`config.mk`:
```
export PLATFORM = sky130hd
export DESIGN_NAME = mcp_ctrl
export DESIGN_NICKNAME = d
export VERILOG_FILES = /design/src/rtl/mcp_pkg.sv /design/src/rtl/mcp_ctrl.sv /design/src/rtl/mcp_nv_mem.sv
export SDC_FILE = /design/constraint.sdc
export NUM_CORES = 2
export LEC_CHECK = 0
export BUFFER_PORTS_ARGS = -buffer_cell sky130_fd_sc_hd__buf_4
export CORE_MARGIN = 2
export CORE_UTILIZATION = 50
export DETAILED_ROUTE_END_ITERATION = 12
export PLACE_DENSITY = 0.67
export SLEW_MARGIN = 20
export SYNTH_ARGS = -nofsm -noshare
export SYNTH_HDL_FRONTEND = slang
export SYNTH_SLANG_ARGS = --single-unit
```
`constraint.sdc`:
```
create_clock -name ref_clk -period 33.3 [get_ports ref_clk]
set_input_delay 0 -clock ref_clk [delete_from_list [all_inputs] [get_ports ref_clk]]
set_output_delay 0 -clock ref_clk [all_outputs]
set_load 0.05 [all_outputs]
```
`src/rtl/mcp_pkg.sv`:
```
// package: register map, field layout and timing constants of the motor control block
package mcp_pkg;
	// register offsets on the serial register port
	localparam logic [7:0] MCP_ADDR_SPEED   = 8'h00;
	localparam logic [7:0] MCP_ADDR_CTRL    = 8'h01;
	localparam logic [7:0] MCP_ADDR_DEVCTL  = 8'h02;
	localparam logic [7:0] MCP_ADDR_NVCTL   = 8'h03;
	localparam logic [7:0] MCP_ADDR_STATUS  = 8'h10;
	localparam logic [7:0] MCP_ADDR_FAULT   = 8'h11;
	localparam logic [7:0] MCP_ADDR_PARAM0  = 8'h20;
	localparam logic [7:0] MCP_ADDR_PARAM1  = 8'h21;
	localparam logic [7:0] MCP_ADDR_PARAML  = 8'h2B;
	// field positions
	localparam int MCP_CTRL_SRC_LO    = 0;
	localparam int MCP_CTRL_INHIBIT   = 2;
	localparam int MCP_NV_TRIGGER     = 0;
	localparam int MCP_NV_SHADOW      = 1;
	localparam int MCP_ST_OVERTEMP    = 7;
	localparam int MCP_ST_STANDBY     = 6;
	localparam int MCP_ST_OVERCURR    = 5;
	localparam int MCP_ST_LOCK        = 4;
	// values
	localparam logic [7:0] MCP_PROG_KEY     = 8'hB6;
	localparam logic [2:0] MCP_FAULT_NONE   = 3'h0;
	localparam logic [2:0] MCP_FAULT_LOCK   = 3'h1;
	localparam logic [7:0] MCP_BYTE_ZERO    = 8'h00;
	localparam int         MCP_NV_BYTES     = 12;
	// speed command sources
	typedef enum logic [1:0] {
		MCP_SRC_PWM    = 2'h0,
		MCP_SRC_ANALOG = 2'h1,
		MCP_SRC_SERIAL = 2'h2
	} mcp_src_t;
	// timing: clock rate and printed times
	localparam int unsigned MCP_CLK_KHZ      = 200000;
	localparam int unsigned MCP_LOCK_OFF_S   = 5;
	localparam int unsigned MCP_LOCK_ENTER_MS = 300;
	localparam int unsigned MCP_NV_PROG_MS   = 24;
	localparam int unsigned MCP_LOCK_OFF_CYC = MCP_LOCK_OFF_S * MCP_CLK_KHZ * 1000;
	localparam int unsigned MCP_RETRY_CYC    = MCP_LOCK_ENTER_MS * MCP_CLK_KHZ;
	localparam int unsigned MCP_NV_PROG_CYC  = MCP_NV_PROG_MS * MCP_CLK_KHZ;
	// modulation: 120 and 240 degree offsets on a 64-step angle, scale to peak
	localparam logic [5:0]  MCP_ANG_120      = 6'h15;
	localparam logic [5:0]  MCP_ANG_240      = 6'h2B;
	localparam logic [7:0]  MCP_NORM_MUL     = 8'h95;
	localparam int          MCP_NORM_SHIFT   = 15;
	// register port request
	typedef struct packed {
		logic       wr;
		logic       rd;
		logic [7:0] addr;
		logic [7:0] wdata;
	} mcp_reg_req_t;
	// phase duties
	typedef struct packed {
		logic [7:0] a;
		logic [7:0] b;
		logic [7:0] c;
	} mcp_phase_t;
endpackage : mcp_pkg

```
`src/rtl/mcp_ctrl.sv`:
```
// motor control core: lock retry, speed select, phase modulation, standby, parameter store
`timescale 1ns/10ps
`default_nettype none
module mcp_ctrl
	import mcp_pkg::*;
#(
	parameter int unsigned LOCK_OFF_CYC = MCP_LOCK_OFF_CYC,
	parameter int unsigned RETRY_CYC    = MCP_RETRY_CYC,
	parameter int unsigned NV_PROG_CYC  = MCP_NV_PROG_CYC
) (
	input  wire logic         ref_clk,
	input  wire logic         rst,
	input  wire mcp_reg_req_t reg_req,
	output logic      [7:0]   reg_rdata,
	input  wire logic [7:0]   pwm_duty_in,
	input  wire logic [7:0]   analog_level_in,
	input  wire logic [7:0]   surge_limit_in,
	input  wire logic [7:0]   accel_limit_in,
	input  wire logic [7:0]   cl_accel_limit_in,
	input  wire logic [5:0]   elec_angle,
	input  wire logic         lock_detect,
	input  wire logic         motor_running,
	input  wire logic         over_temp,
	input  wire logic         over_curr,
	output mcp_phase_t        phase_duty,
	output logic              drive_en,
	output logic [7:0]        peak_output_duty,
	output logic              standby,
	output logic [10:0]       rm_digital,
	output logic [10:0]       kt_digital
);
	// the store sequencer writes one byte a cycle inside the programming time
	if (LOCK_OFF_CYC < 1 || RETRY_CYC < 1 || NV_PROG_CYC < MCP_NV_BYTES) begin : g_bad_timing
		$error("mcp_ctrl: timing counts too small");
	end

	typedef enum logic [1:0] {LK_RUN, LK_OFF, LK_RETRY} mcp_lock_st_t;
	typedef enum logic [1:0] {NV_LOAD, NV_IDLE, NV_PROG} mcp_nv_st_t;

	logic [7:0]   speed_r, ctrl_r, key_r, nvctl_r;
	logic [7:0]   param_r [MCP_NV_BYTES];
	logic [11:0]  dirty_r;
	logic [31:0]  lk_cnt_r, nv_cnt_r;
	logic         lock_flag_r, standby_r;
	logic [2:0]   fault_r;
	mcp_lock_st_t lk_st_r;
	mcp_nv_st_t   nv_st_r;
	logic [3:0]   nv_idx_r, nv_idx_d_r;
	logic         load_v_r;

	// register port decode
	wire       wr_speed  = reg_req.wr && reg_req.addr == MCP_ADDR_SPEED;
	wire       wr_ctrl   = reg_req.wr && reg_req.addr == MCP_ADDR_CTRL;
	wire       wr_key    = reg_req.wr && reg_req.addr == MCP_ADDR_DEVCTL;
	wire       wr_nvctl  = reg_req.wr && reg_req.addr == MCP_ADDR_NVCTL;
	wire       in_param  = reg_req.addr >= MCP_ADDR_PARAM0 && reg_req.addr <= MCP_ADDR_PARAML;
	wire [3:0] param_idx = 4'(reg_req.addr - MCP_ADDR_PARAM0);
	wire       wr_param  = reg_req.wr && in_param;
	// trigger only accepted with the key already in place
	wire       nv_start  = wr_nvctl && reg_req.wdata[MCP_NV_TRIGGER]
	                       && key_r == MCP_PROG_KEY && nv_st_r == NV_IDLE;
	// busy bit survives host writes to the other control bits until the store is done
	wire       nv_done   = nv_st_r == NV_PROG && nv_cnt_r == 32'(NV_PROG_CYC - 1);
	wire       trig_nxt  = nv_start || (nvctl_r[MCP_NV_TRIGGER] && !nv_done);

	wire [7:0] status_w = (8'(over_temp) << MCP_ST_OVERTEMP)
	                      | (8'(standby_r) << MCP_ST_STANDBY)
	                      | (8'(over_curr) << MCP_ST_OVERCURR)
	                      | (8'(lock_flag_r) << MCP_ST_LOCK);
	wire [7:0] rd_mux   = reg_req.addr == MCP_ADDR_SPEED  ? speed_r :
	                      reg_req.addr == MCP_ADDR_CTRL   ? ctrl_r :
	                      reg_req.addr == MCP_ADDR_DEVCTL ? key_r :
	                      reg_req.addr == MCP_ADDR_NVCTL  ? nvctl_r :
	                      reg_req.addr == MCP_ADDR_STATUS ? status_w :
	                      reg_req.addr == MCP_ADDR_FAULT  ? {5'h00, fault_r} :
	                      in_param ? param_r[param_idx] : MCP_BYTE_ZERO;

	// read data registered; unmapped addresses read zero, port stays live in standby
	always_ff @(posedge ref_clk) begin
		if (rst) reg_rdata <= MCP_BYTE_ZERO;
		else if (reg_req.rd) reg_rdata <= rd_mux;
	end

	// control registers; trigger clears in hardware when programming ends
	always_ff @(posedge ref_clk) begin
		if (rst) begin
			speed_r <= MCP_BYTE_ZERO;
			ctrl_r  <= MCP_BYTE_ZERO;
			key_r   <= MCP_BYTE_ZERO;
			nvctl_r <= MCP_BYTE_ZERO;
		end else begin
			if (wr_speed) speed_r <= reg_req.wdata;
			if (wr_ctrl) ctrl_r <= reg_req.wdata;
			if (wr_key) key_r <= reg_req.wdata;
			if (wr_nvctl) nvctl_r <= reg_req.wdata;
			nvctl_r[MCP_NV_TRIGGER] <= trig_nxt;
		end
	end

	// store sequencer: load after reset, then program on a keyed trigger
	wire [3:0] mem_addr = nv_idx_r;
	wire       mem_wr   = nv_st_r == NV_PROG && nv_cnt_r < 32'(MCP_NV_BYTES);
	wire [7:0] mem_rdata;

	mcp_nv_mem #(.DEPTH(MCP_NV_BYTES)) u_mcp_nv_mem (
		.ref_clk (ref_clk),
		.wr_en   (mem_wr),
		.addr    (mem_addr),
		.wdata   (param_r[nv_idx_r]),
		.rdata   (mem_rdata)
	);

	always_ff @(posedge ref_clk) begin
		if (rst) begin
			nv_st_r    <= NV_LOAD;
			nv_idx_r   <= 4'h0;
			nv_idx_d_r <= 4'h0;
			load_v_r   <= 1'b0;
			nv_cnt_r   <= 32'h0000_0000;
		end else begin
			nv_idx_d_r <= nv_idx_r;
			case (nv_st_r)
				NV_LOAD: begin
					load_v_r <= 1'b1;
					if (nv_idx_r == 4'(MCP_NV_BYTES - 1)) nv_st_r <= NV_IDLE;
					else nv_idx_r <= nv_idx_r + 4'h1;
				end
				NV_IDLE: begin
					load_v_r <= 1'b0;
					nv_idx_r <= 4'h0;
					nv_cnt_r <= 32'h0000_0000;
					if (nv_start) nv_st_r <= NV_PROG;
				end
				NV_PROG: begin
					nv_cnt_r <= nv_cnt_r + 32'h0000_0001;
					if (nv_idx_r != 4'(MCP_NV_BYTES - 1)) nv_idx_r <= nv_idx_r + 4'h1;
					if (nv_cnt_r == 32'(NV_PROG_CYC - 1)) nv_st_r <= NV_IDLE;
				end
				default: nv_st_r <= NV_IDLE;
			endcase
		end
	end

	// parameter bytes: host writes mark a byte so a late load cannot overwrite it
	always_ff @(posedge ref_clk) begin
		if (rst) begin
			dirty_r <= 12'h000;
			for (int i = 0; i < MCP_NV_BYTES; i++) param_r[i] <= MCP_BYTE_ZERO;
		end else begin
			if (load_v_r && !dirty_r[nv_idx_d_r] && !wr_param)
				param_r[nv_idx_d_r] <= mem_rdata;
			if (wr_param) begin
				param_r[param_idx] <= reg_req.wdata;
				dirty_r[param_idx] <= 1'b1;
			end
		end
	end

	// parameter decode: mantissa shifted left by exponent, codes in low seven bits
	wire [7:0] rm_code = param_r[0];
	wire [7:0] kt_code = param_r[1];
	always_ff @(posedge ref_clk) begin
		if (rst) begin
			rm_digital <= 11'h000;
			kt_digital <= 11'h000;
		end else begin
			rm_digital <= 11'({7'h00, rm_code[3:0]} << rm_code[6:4]);
			kt_digital <= 11'({7'h00, kt_code[3:0]} << kt_code[6:4]);
		end
	end

	// lock protection: off window, then a retry window watching for the lock again
	always_ff @(posedge ref_clk) begin
		if (rst) begin
			lk_st_r     <= LK_RUN;
			lk_cnt_r    <= 32'h0000_0000;
			lock_flag_r <= 1'b0;
			fault_r     <= MCP_FAULT_NONE;
		end else begin
			case (lk_st_r)
				LK_RUN: begin
					lk_cnt_r <= 32'h0000_0000;
					if (lock_detect) begin
						lk_st_r     <= LK_OFF;
						lock_flag_r <= 1'b1;
						fault_r     <= MCP_FAULT_LOCK;
					end
				end
				LK_OFF: begin
					lk_cnt_r <= lk_cnt_r + 32'h0000_0001;
					if (lk_cnt_r == 32'(LOCK_OFF_CYC - 1)) begin
						lk_st_r  <= LK_RETRY;
						lk_cnt_r <= 32'h0000_0000;
					end
				end
				LK_RETRY: begin
					lk_cnt_r <= lk_cnt_r + 32'h0000_0001;
					if (lock_detect) begin
						lk_st_r  <= LK_OFF;
						lk_cnt_r <= 32'h0000_0000;
					end else if (lk_cnt_r == 32'(RETRY_CYC - 1)) begin
						lk_st_r     <= LK_RUN;
						lock_flag_r <= 1'b0;
						fault_r     <= MCP_FAULT_NONE;
					end
				end
				default: lk_st_r <= LK_RUN;
			endcase
		end
	end

	// speed source select and limiting; smallest of command and limiters wins
	wire [1:0] src     = ctrl_r[MCP_CTRL_SRC_LO +: 2];
	wire [7:0] cmd     = src == MCP_SRC_PWM    ? pwm_duty_in :
	                     src == MCP_SRC_ANALOG ? analog_level_in : speed_r;
	wire [7:0] lim_a   = cmd < surge_limit_in ? cmd : surge_limit_in;
	wire [7:0] lim_b   = lim_a < accel_limit_in ? lim_a : accel_limit_in;
	wire [7:0] peak_w  = lim_b < cl_accel_limit_in ? lim_b : cl_accel_limit_in;

	// standby: wakes only on run demand, inhibit just blocks entry
	wire run_demand = motor_running || cmd != MCP_BYTE_ZERO;
	always_ff @(posedge ref_clk) begin
		if (rst) standby_r <= 1'b0;
		else if (run_demand) standby_r <= 1'b0;
		else if (!ctrl_r[MCP_CTRL_INHIBIT]) standby_r <= 1'b1;
	end

	// sine from a quarter-wave table of 17 points
	function automatic logic signed [8:0] mcp_sin(input logic [5:0] ang);
		logic [4:0] q;
		logic [6:0] m;
		q = ang[4] ? 5'(5'h10 - {1'b0, ang[3:0]}) : {1'b0, ang[3:0]};
		case (q)
			5'h00: m = 7'd0;   5'h01: m = 7'd12;  5'h02: m = 7'd25;  5'h03: m = 7'd37;
			5'h04: m = 7'd49;  5'h05: m = 7'd60;  5'h06: m = 7'd71;  5'h07: m = 7'd81;
			5'h08: m = 7'd90;  5'h09: m = 7'd98;  5'h0A: m = 7'd106; 5'h0B: m = 7'd112;
			5'h0C: m = 7'd117; 5'h0D: m = 7'd122; 5'h0E: m = 7'd125; 5'h0F: m = 7'd126;
			default: m = 7'd127;
		endcase
		mcp_sin = ang[5] ? -$signed({2'b00, m}) : $signed({2'b00, m});
	endfunction : mcp_sin

	// subtracting the lowest phase pins it to ground and adds the third harmonic
	wire signed [8:0] sa = mcp_sin(elec_angle);
	wire signed [8:0] sb = mcp_sin(6'(elec_angle - MCP_ANG_120));
	wire signed [8:0] sc = mcp_sin(6'(elec_angle - MCP_ANG_240));
	wire signed [8:0] smin = (sa < sb) ? ((sa < sc) ? sa : sc) : ((sb < sc) ? sb : sc);
	wire [7:0] da = 8'(sa - smin);
	wire [7:0] db = 8'(sb - smin);
	wire [7:0] dc = 8'(sc - smin);

	// scale so the widest phase difference lands at the peak duty; clamp rounding
	function automatic logic [7:0] mcp_scale(input logic [7:0] d, input logic [7:0] pk);
		logic [23:0] p;
		p = (24'(d) * 24'(pk) * 24'(MCP_NORM_MUL)) >> MCP_NORM_SHIFT; // widen first, no wrap
		mcp_scale = p > 24'(pk) ? pk : p[7:0];
	endfunction : mcp_scale

	wire drive_w = lk_st_r != LK_OFF && !standby_r;
	always_ff @(posedge ref_clk) begin
		if (rst) begin
			phase_duty       <= '0;
			peak_output_duty <= MCP_BYTE_ZERO;
			drive_en         <= 1'b0;
		end else begin
			peak_output_duty <= peak_w;
			drive_en         <= drive_w;
			phase_duty.a     <= drive_w ? mcp_scale(da, peak_w) : MCP_BYTE_ZERO;
			phase_duty.b     <= drive_w ? mcp_scale(db, peak_w) : MCP_BYTE_ZERO;
			phase_duty.c     <= drive_w ? mcp_scale(dc, peak_w) : MCP_BYTE_ZERO;
		end
	end

	assign standby = standby_r;
endmodule : mcp_ctrl
`default_nettype wire

```
`src/rtl/mcp_nv_mem.sv`:
```
// non-volatile parameter store: byte array with registered read data
`timescale 1ns/10ps
`default_nettype none
module mcp_nv_mem #(
	parameter int DEPTH = 12
) (
	input  wire logic                     ref_clk,
	input  wire logic                     wr_en,
	input  wire logic [$clog2(DEPTH)-1:0] addr,
	input  wire logic [7:0]               wdata,
	output logic      [7:0]               rdata
);
	// a one-byte store leaves the address counter nothing to count
	if (DEPTH < 2) begin : g_bad_depth
		$error("mcp_nv_mem: depth too small");
	end

	// blank contents stand for an erased store; no reset, the bytes must outlive rst
	logic [7:0] mem [DEPTH] = '{default: 8'h00};

	// single port, read data always comes from a flop
	always_ff @(posedge ref_clk) begin
		if (wr_en) begin
			mem[addr] <= wdata;
		end
		rdata <= mem[addr];
	end
endmodule : mcp_nv_mem
`default_nettype wire

```
==> Word-level counts from Yosys, hierarchy flattened <==
Memories as Yosys holds them, arrays and structs flattened. A register that Yosys moved wholly into a read port is not among the register bits.
Cells that the tools add are included.
{ "totals": {"inputBits": 70, "ff_bits": 189, "ramBits": 192, "wordCells": 213, "memories": 5, "romBits": 336, "out_inout_bits": 64} }
{ "classes": {"n_shift": 2, "reduce_logical": 40, "n_mux": 74, "bitwise": 5, "eq_ne": 27, "multipliers": 6, "magnitude_cmp": 15, "n_addsub": 15} }
{ "memory_table": {"columns": ["name", "depth", "word_bits", "rd", "rd_ports_with_merged_regs", "wr", "line_no", "source"], "rows": [
  ["(no name shown)", 16, 7, 1, 0, 0, "mcp_ctrl.sv:233", "case (q)"],
  ["(no name shown)", 16, 7, 1, 0, 0, "mcp_ctrl.sv:233", null],
  ["(no name shown)", 16, 7, 1, 0, 0, "mcp_ctrl.sv:233", null],
  ["param_r", 12, 8, 4, 1, 12, "mcp_ctrl.sv:41", "logic [7:0] param_r [MCP_NV_BYTES];"],
  ["u_mcp_nv_mem.mem", 12, 8, 1, 1, 1, "mcp_nv_mem.sv:19", "logic [7:0] mem [DEPTH] = '{default: 8'h00};"]
]} }
{ "op_table": {"columns": ["cell", "count"], "rows": [
  ["$mux 8", 20],
  ["$pmux 32 s3", 1],
  ["$mul 16x8->24 const B", 3],
  ["$add 32x1->32 const B", 2],
  ["$mux 32", 2],
  ["$pmux 32 s2", 1],
  ["$mul 8x8->16", 3],
  ["$eq 32x23->1 const B", 1],
  ["$eq 32x26->1 const B", 1],
  ["$eq 32x30->1 const B", 1],
  ["$lt 32x4->1 const B", 1],
  ["$gt 9x8->1", 3],
  ["$lt 9x9->1", 3],
  ["$mux 9", 3],
  ["$neg 7->9", 3],
  ["$lt 8x8->1", 3],
  ["$mux 4", 6],
  ["$sub 8x8->8", 3],
  ["$shl 4x3->11", 2],
  ["$mux 7", 3],
  ["$mux 1", 17],
  ["$eq 8x2->1 const B", 2],
  ["$eq 8x5->1 const B", 2],
  ["$logic_and 1x1->1", 16],
  ["43 further kinds", 82]
]} }

==> Logic depth before layout (Yosys ltp) <==
An unclocked memory read counts as a cell.
{ "depth": {"ltp_word": 15, "depth_mapped": 85, "depth_no_buf": 78} }

==> Hierarchy <==
A second synthesis with hierarchy kept.
{ "unflattened": {"hier_cells": 3693, "area_unflattened_um2": 35874.4} }
{ "by_module_without_submodules": {"columns": ["mod", "cells_each", "n_inst", "seq_area_each_um2", "area_each_um2"], "rows": [
  ["mcp_ctrl", 3484, 1, 7647.3, 31856.8],
  ["mcp_nv_mem", 209, 1, 3042.9, 4017.6]
]} }

==> Least setup slack after synthesis <==
OpenSTA, ideal clock, no wires.
{ "synth_timing": {"path_type": "flip-flop to flip-flop", "start": "register ctrl_r[0]", "end": "register phase_duty[1] (netlist name)", "stages_incl_launch_ff": 77, "n_path_buf": 6, "arrival_time_ns": 16.103, "setup_ns": 0.128, "synth_period_minus_slack_ns": 16.231, "slack_ns": 17.069, "t_required_ns": 33.172, "cell_sequence": "dfxtp_1 -> clkbuf_1 -> mux2i_1 -> o21ai_0 -> ha_1 -> a21o_1 -> a21o_1 -> a21o_1 -> a21oi_1 -> o21ai_0 -> a21oi_1 -> clkbuf_1 -> nand2_1 -> o21ai_0 -> ha_1 -> a21o_1 -> a21o_1 -> a221oi_1 -> (+41 left out) -> ha_1 -> a21o_1 -> a21oi_1 -> o31ai_1 -> a2111oi_0 -> nor2_1 -> and2_1 -> or2_2 -> xor2_1 -> ha_1 -> nor2b_1 -> o21ai_0 -> nand2b_1 -> a21oi_1 -> nor2_1 -> a211oi_1 -> mux2i_1 -> nor2_1"} }
{ "synth_via": {"elab_chain_len": 13, "word_cells_on_any_way": 14, "classes_between": "2 x mul; 4 x order compare; 1 x eq/ne; 6 x mux; 1 x reduce/logical"} }
{ "synth_lines": {"columns": ["element", "line_no", "source"], "rows": [
  ["start: declaration", "mcp_ctrl.sv:40", "logic [7:0] speed_r, ctrl_r, key_r, nvctl_r;"],
  ["start signal: assignment", "mcp_ctrl.sv:93", "if (wr_ctrl) ctrl_r <= reg_req.wdata;"],
  ["$eq 2x1->1", "mcp_ctrl.sv:215", "src == MCP_SRC_ANALOG ? analog_level_in : speed_r;"],
  ["$mux 8", "mcp_ctrl.sv:215", null],
  ["$mux 8 (*)", "mcp_ctrl.sv:214", "wire [7:0] cmd = src == MCP_SRC_PWM ? pwm_duty_in :"],
  ["$lt 8x8->1", "mcp_ctrl.sv:216", "wire [7:0] lim_a = cmd < surge_limit_in ? cmd : surge_limit_in;"],
  ["$mux 8 (*)", "mcp_ctrl.sv:216", null],
  ["$lt 8x8->1", "mcp_ctrl.sv:217", "wire [7:0] lim_b = lim_a < accel_limit_in ? lim_a : accel_limit_in;"],
  ["$mux 8 (*)", "mcp_ctrl.sv:217", null],
  ["$lt 8x8->1", "mcp_ctrl.sv:218", "wire [7:0] peak_w = lim_b < cl_accel_limit_in ? lim_b : cl_accel_limit_in;"],
  ["$mux 8 (*)", "mcp_ctrl.sv:218", null],
  ["$mul 8x8->16", "mcp_ctrl.sv:255", "p = (24'(d) * 24'(pk) * 24'(MCP_NORM_MUL)) >> MCP_NORM_SHIFT;"],
  ["$mul 16x8->24", "mcp_ctrl.sv:255", null],
  ["$gt 9x8->1", "mcp_ctrl.sv:256", "mcp_scale = p > 24'(pk) ? pk : p[7:0];"],
  ["$mux 8 (*)", "mcp_ctrl.sv:256", null],
  ["end: declaration", "mcp_ctrl.sv:25", "output mcp_phase_t phase_duty,"]
]} }
Mark *: on every way between the ends. The rest lies on a longest branch, timed or not.
A chain may end at the register's enable or synchronous reset.

==> Worst setup path in the final report <==
{ "layout_timing": {"start": "register ctrl_r[0]", "end": "register phase_duty[6] (netlist name)"} }
Same word-level chain as after synthesis.

==> metrics <==
share of cells above drive strength 1 0.115; Worst Path Arrival 18.32 ns; Initial DRC Count 2022; Synth area leaders edfxtp_1, ha_1, dfxtp_1; H-tree depth 2; Avg WL per Cell 19.3 um; post-detail-place hpwl 67.6 mm; max-cap viol count 0; TritonCTS clock tree built; Distinct cells, synth 115; RSZ-0062 raised after global routing no; most frequent cell after synthesis nor2_1; postcts setup bufs 0; CP endpoint phase_duty[6]; final max-slew violation count 0; Worst R2R Start ctrl_r[0]; startpoint class of the critical path register; ys flop type edfxtp_1; Port-buffer cells 133; Hold Vio Cnt, Final 0; Gate Count Post-Synth 3732; post-CTS sizing 0; top cell type by total area after synthesis edfxtp_1; Syn Area/Cell 9.71 um2; worst-path fanout max 26; boundary pin count 134; drt total wl 92.6 mm; count of state elements after synthesis 422; type of the most critical hold path in -> reg; Clock transition at path regs 0.06 ns; Worst Setup SP ctrl_r[0]; ys async rst share 0; antenna-violating nets left 0; Final setup viols 0; crit end category register; WL met2 44.8 mm; length of routed met3 wiring 5.38 mm; clk_skew 0.0458 ns; most used cell along the critical path a21oi_1; routed via count 28000; Critical-path top delay cell a21o_1; minimum clock period 17.87 ns; Slew HR 0.278; total core area 71600 um2; TritonRoute pass-1 iters 5; Routed met1 length 39.7 mm; Total GRT Usage 0.251; status complete, no violations; # diodes 0; fmax 56.0 MHz; Row Count 98; synthesized area 36200 um2; number of CTS-inserted buffers 46; crit share post-route 0.537; largest net degree at the start of global routing 79; clk_lat worst skew 0.62 ns; YS warnings 0; Worst EP required 33.75 ns; first-pass GRT wire length 150 mm; worst-margin pin slew 1.06 ns; R2R cell count 69; synth cell count leaders nor2_1, ha_1, inv_1; Layout Nets 4469; EDFF count, synth 224; top sig layer met4; Initial Utilization 0.506; area grow syn2layout 9.82%; Reg2Reg Setup Slack 15.43 ns; critical path class reg -> reg; Die Height 273 um; r2r endpoint phase_duty[6]; die extent in x 273 um; register area share after synthesis 0.295; Synthesized Nets 4401; Layout Cells excl Fill 4787; CTS root buf clkbuf_16; number of fill cells in the layout 6398; initial antenna violation count 2; Final TNS setup 0 ns; Die ar. 74600 um2; Placed Cells 4678; DR DRC count 0; # clock sinks 422; GP Congestion 0.951; CP max stage delay 0.76 ns; share of the synthesized area in the top cell type 0.186; Max clock buf depth 3; number of global-route vias before repair 28000; Vias/cell 5.85; gr ovfl total 0
-- cells in the final DEF (no fill, tap or decap), types with 20 or more instances in the layout --
| cell | count |
|---|---|
| nor2_1 | 446 |
| a31oi_1 | 30 |
| nor3_1 | 57 |
| a21oi_1 | 213 |
| o21ai_0 | 131 |
| nor4_1 | 20 |
| o21a_1 | 22 |
| dlygate4sd3_1 | 24 |
| edfxtp_1 | 224 |
| nand3_1 | 78 |
| xor2_1 | 45 |
| xnor2_1 | 72 |
| a21o_1 | 51 |
| buf_4 | 169 |
| or3_1 | 37 |
| fa_1 | 174 |
| nand2b_1 | 71 |
| inv_1 | 393 |
| o31ai_1 | 28 |
| nand4_1 | 29 |
| dfxtp_1 | 196 |
| nand3b_1 | 20 |
| mux4_2 | 103 |
| ha_1 | 425 |
| nor2b_1 | 35 |
| a211oi_1 | 27 |
| mux2i_1 | 61 |
| clkbuf_16 | 46 |
| and3_1 | 28 |
| nand2_1 | 200 |
| and2_1 | 30 |
| o21bai_1 | 27 |
-- layer usage --
layer | GRT usage | vias to the layer above
met3 | 0.0312 | 198
li1 | - | 13400
met4 | 0.0742 | 0
met5 | 0 | -
met1 | 0.335 | 13600
met2 | 0.427 | 779
-- registers in the layout, summed over array words and instances, names as in the netlist, 11 cells and up, named ones only --
name              flops
u_mcp_nv_mem.mem     96
rm_digital           11
phase_duty           24
nv_cnt_r             32
dirty_r              12
param_r             128
lk_cnt_r             32
kt_digital           11
-- area by class of cell --
class                   instances  area (um2)  share of cell area
multi-input cells            2740       23300               0.587
flip-flops and latches        422       10700               0.269
repair buffers                193        1510              0.0379
inverters                     397        1490              0.0375
well taps                     950        1190              0.0299
clock buffers                  52        1180              0.0297
clock inverters                33         388             0.00975
-- how the worst min path moves through the flow --
stage                  startpoint            to  slack (ns)  depth (start not counted)
finish                reg_req[13]  reg_rdata[3]        0.04                          6
global route          reg_req[13]  reg_rdata[3]        0.05                          6
detailed placement  motor_running       standby        0.29                          4
global placement    motor_running       standby        0.29                          4
floorplan              reg_req[3]     ctrl_r[3]        0.15                          2
CTS                   reg_req[13]  reg_rdata[3]        0.02                          6
-- metrics by stage --
| step | setup slack [ns] | instance area [um2] | hold WS, ns | util |
|---|---|---|---|---|
| floorplan | 17.07 | 36200 | 0.147 | - |
| CTS | 15.42 | 39800 | 0.0159 | 0.555 |
| global placement | 15.40 | 38000 | 0.295 | 0.530 |
| finish | 15.43 | 39800 | 0.0382 | 0.556 |
| global route | 13.88 | 39800 | 0.0478 | 0.556 |
| detailed placement | 15.08 | 38000 | 0.290 | 0.530 |
-- worst max-delay path: cells and delay by family, from the launching register on --
family | cells | cell delay [ns]
simple gates | 11 | 1.57
xor+xnor | 2 | 0.45
flops | 1 | 0.71
mux | 2 | 0.43
buf+inv | 7 | 0.82
fa+ha+maj | 14 | 5.67
compound gates | 33 | 8.03
-- kinds of logic after synthesis --
group                      share of synthesized area
DFF                                            0.295
AOI/OAI and AO/OA                              0.132
and+or+nand+nor                                0.150
muxes                                         0.0870
adders and majority gates                      0.243
buffers and inverters                         0.0616
xor gates and xnor gates                      0.0310
-- timing repair --
action	4_1_cts	5_1_grt
setup endpoints to repair	0	0
hold buffers	24	0
hold endpoints to repair	55	0
Power is not shown: default switching activity piles up to over one toggle a cycle in this logic, so the estimate is an artifact.
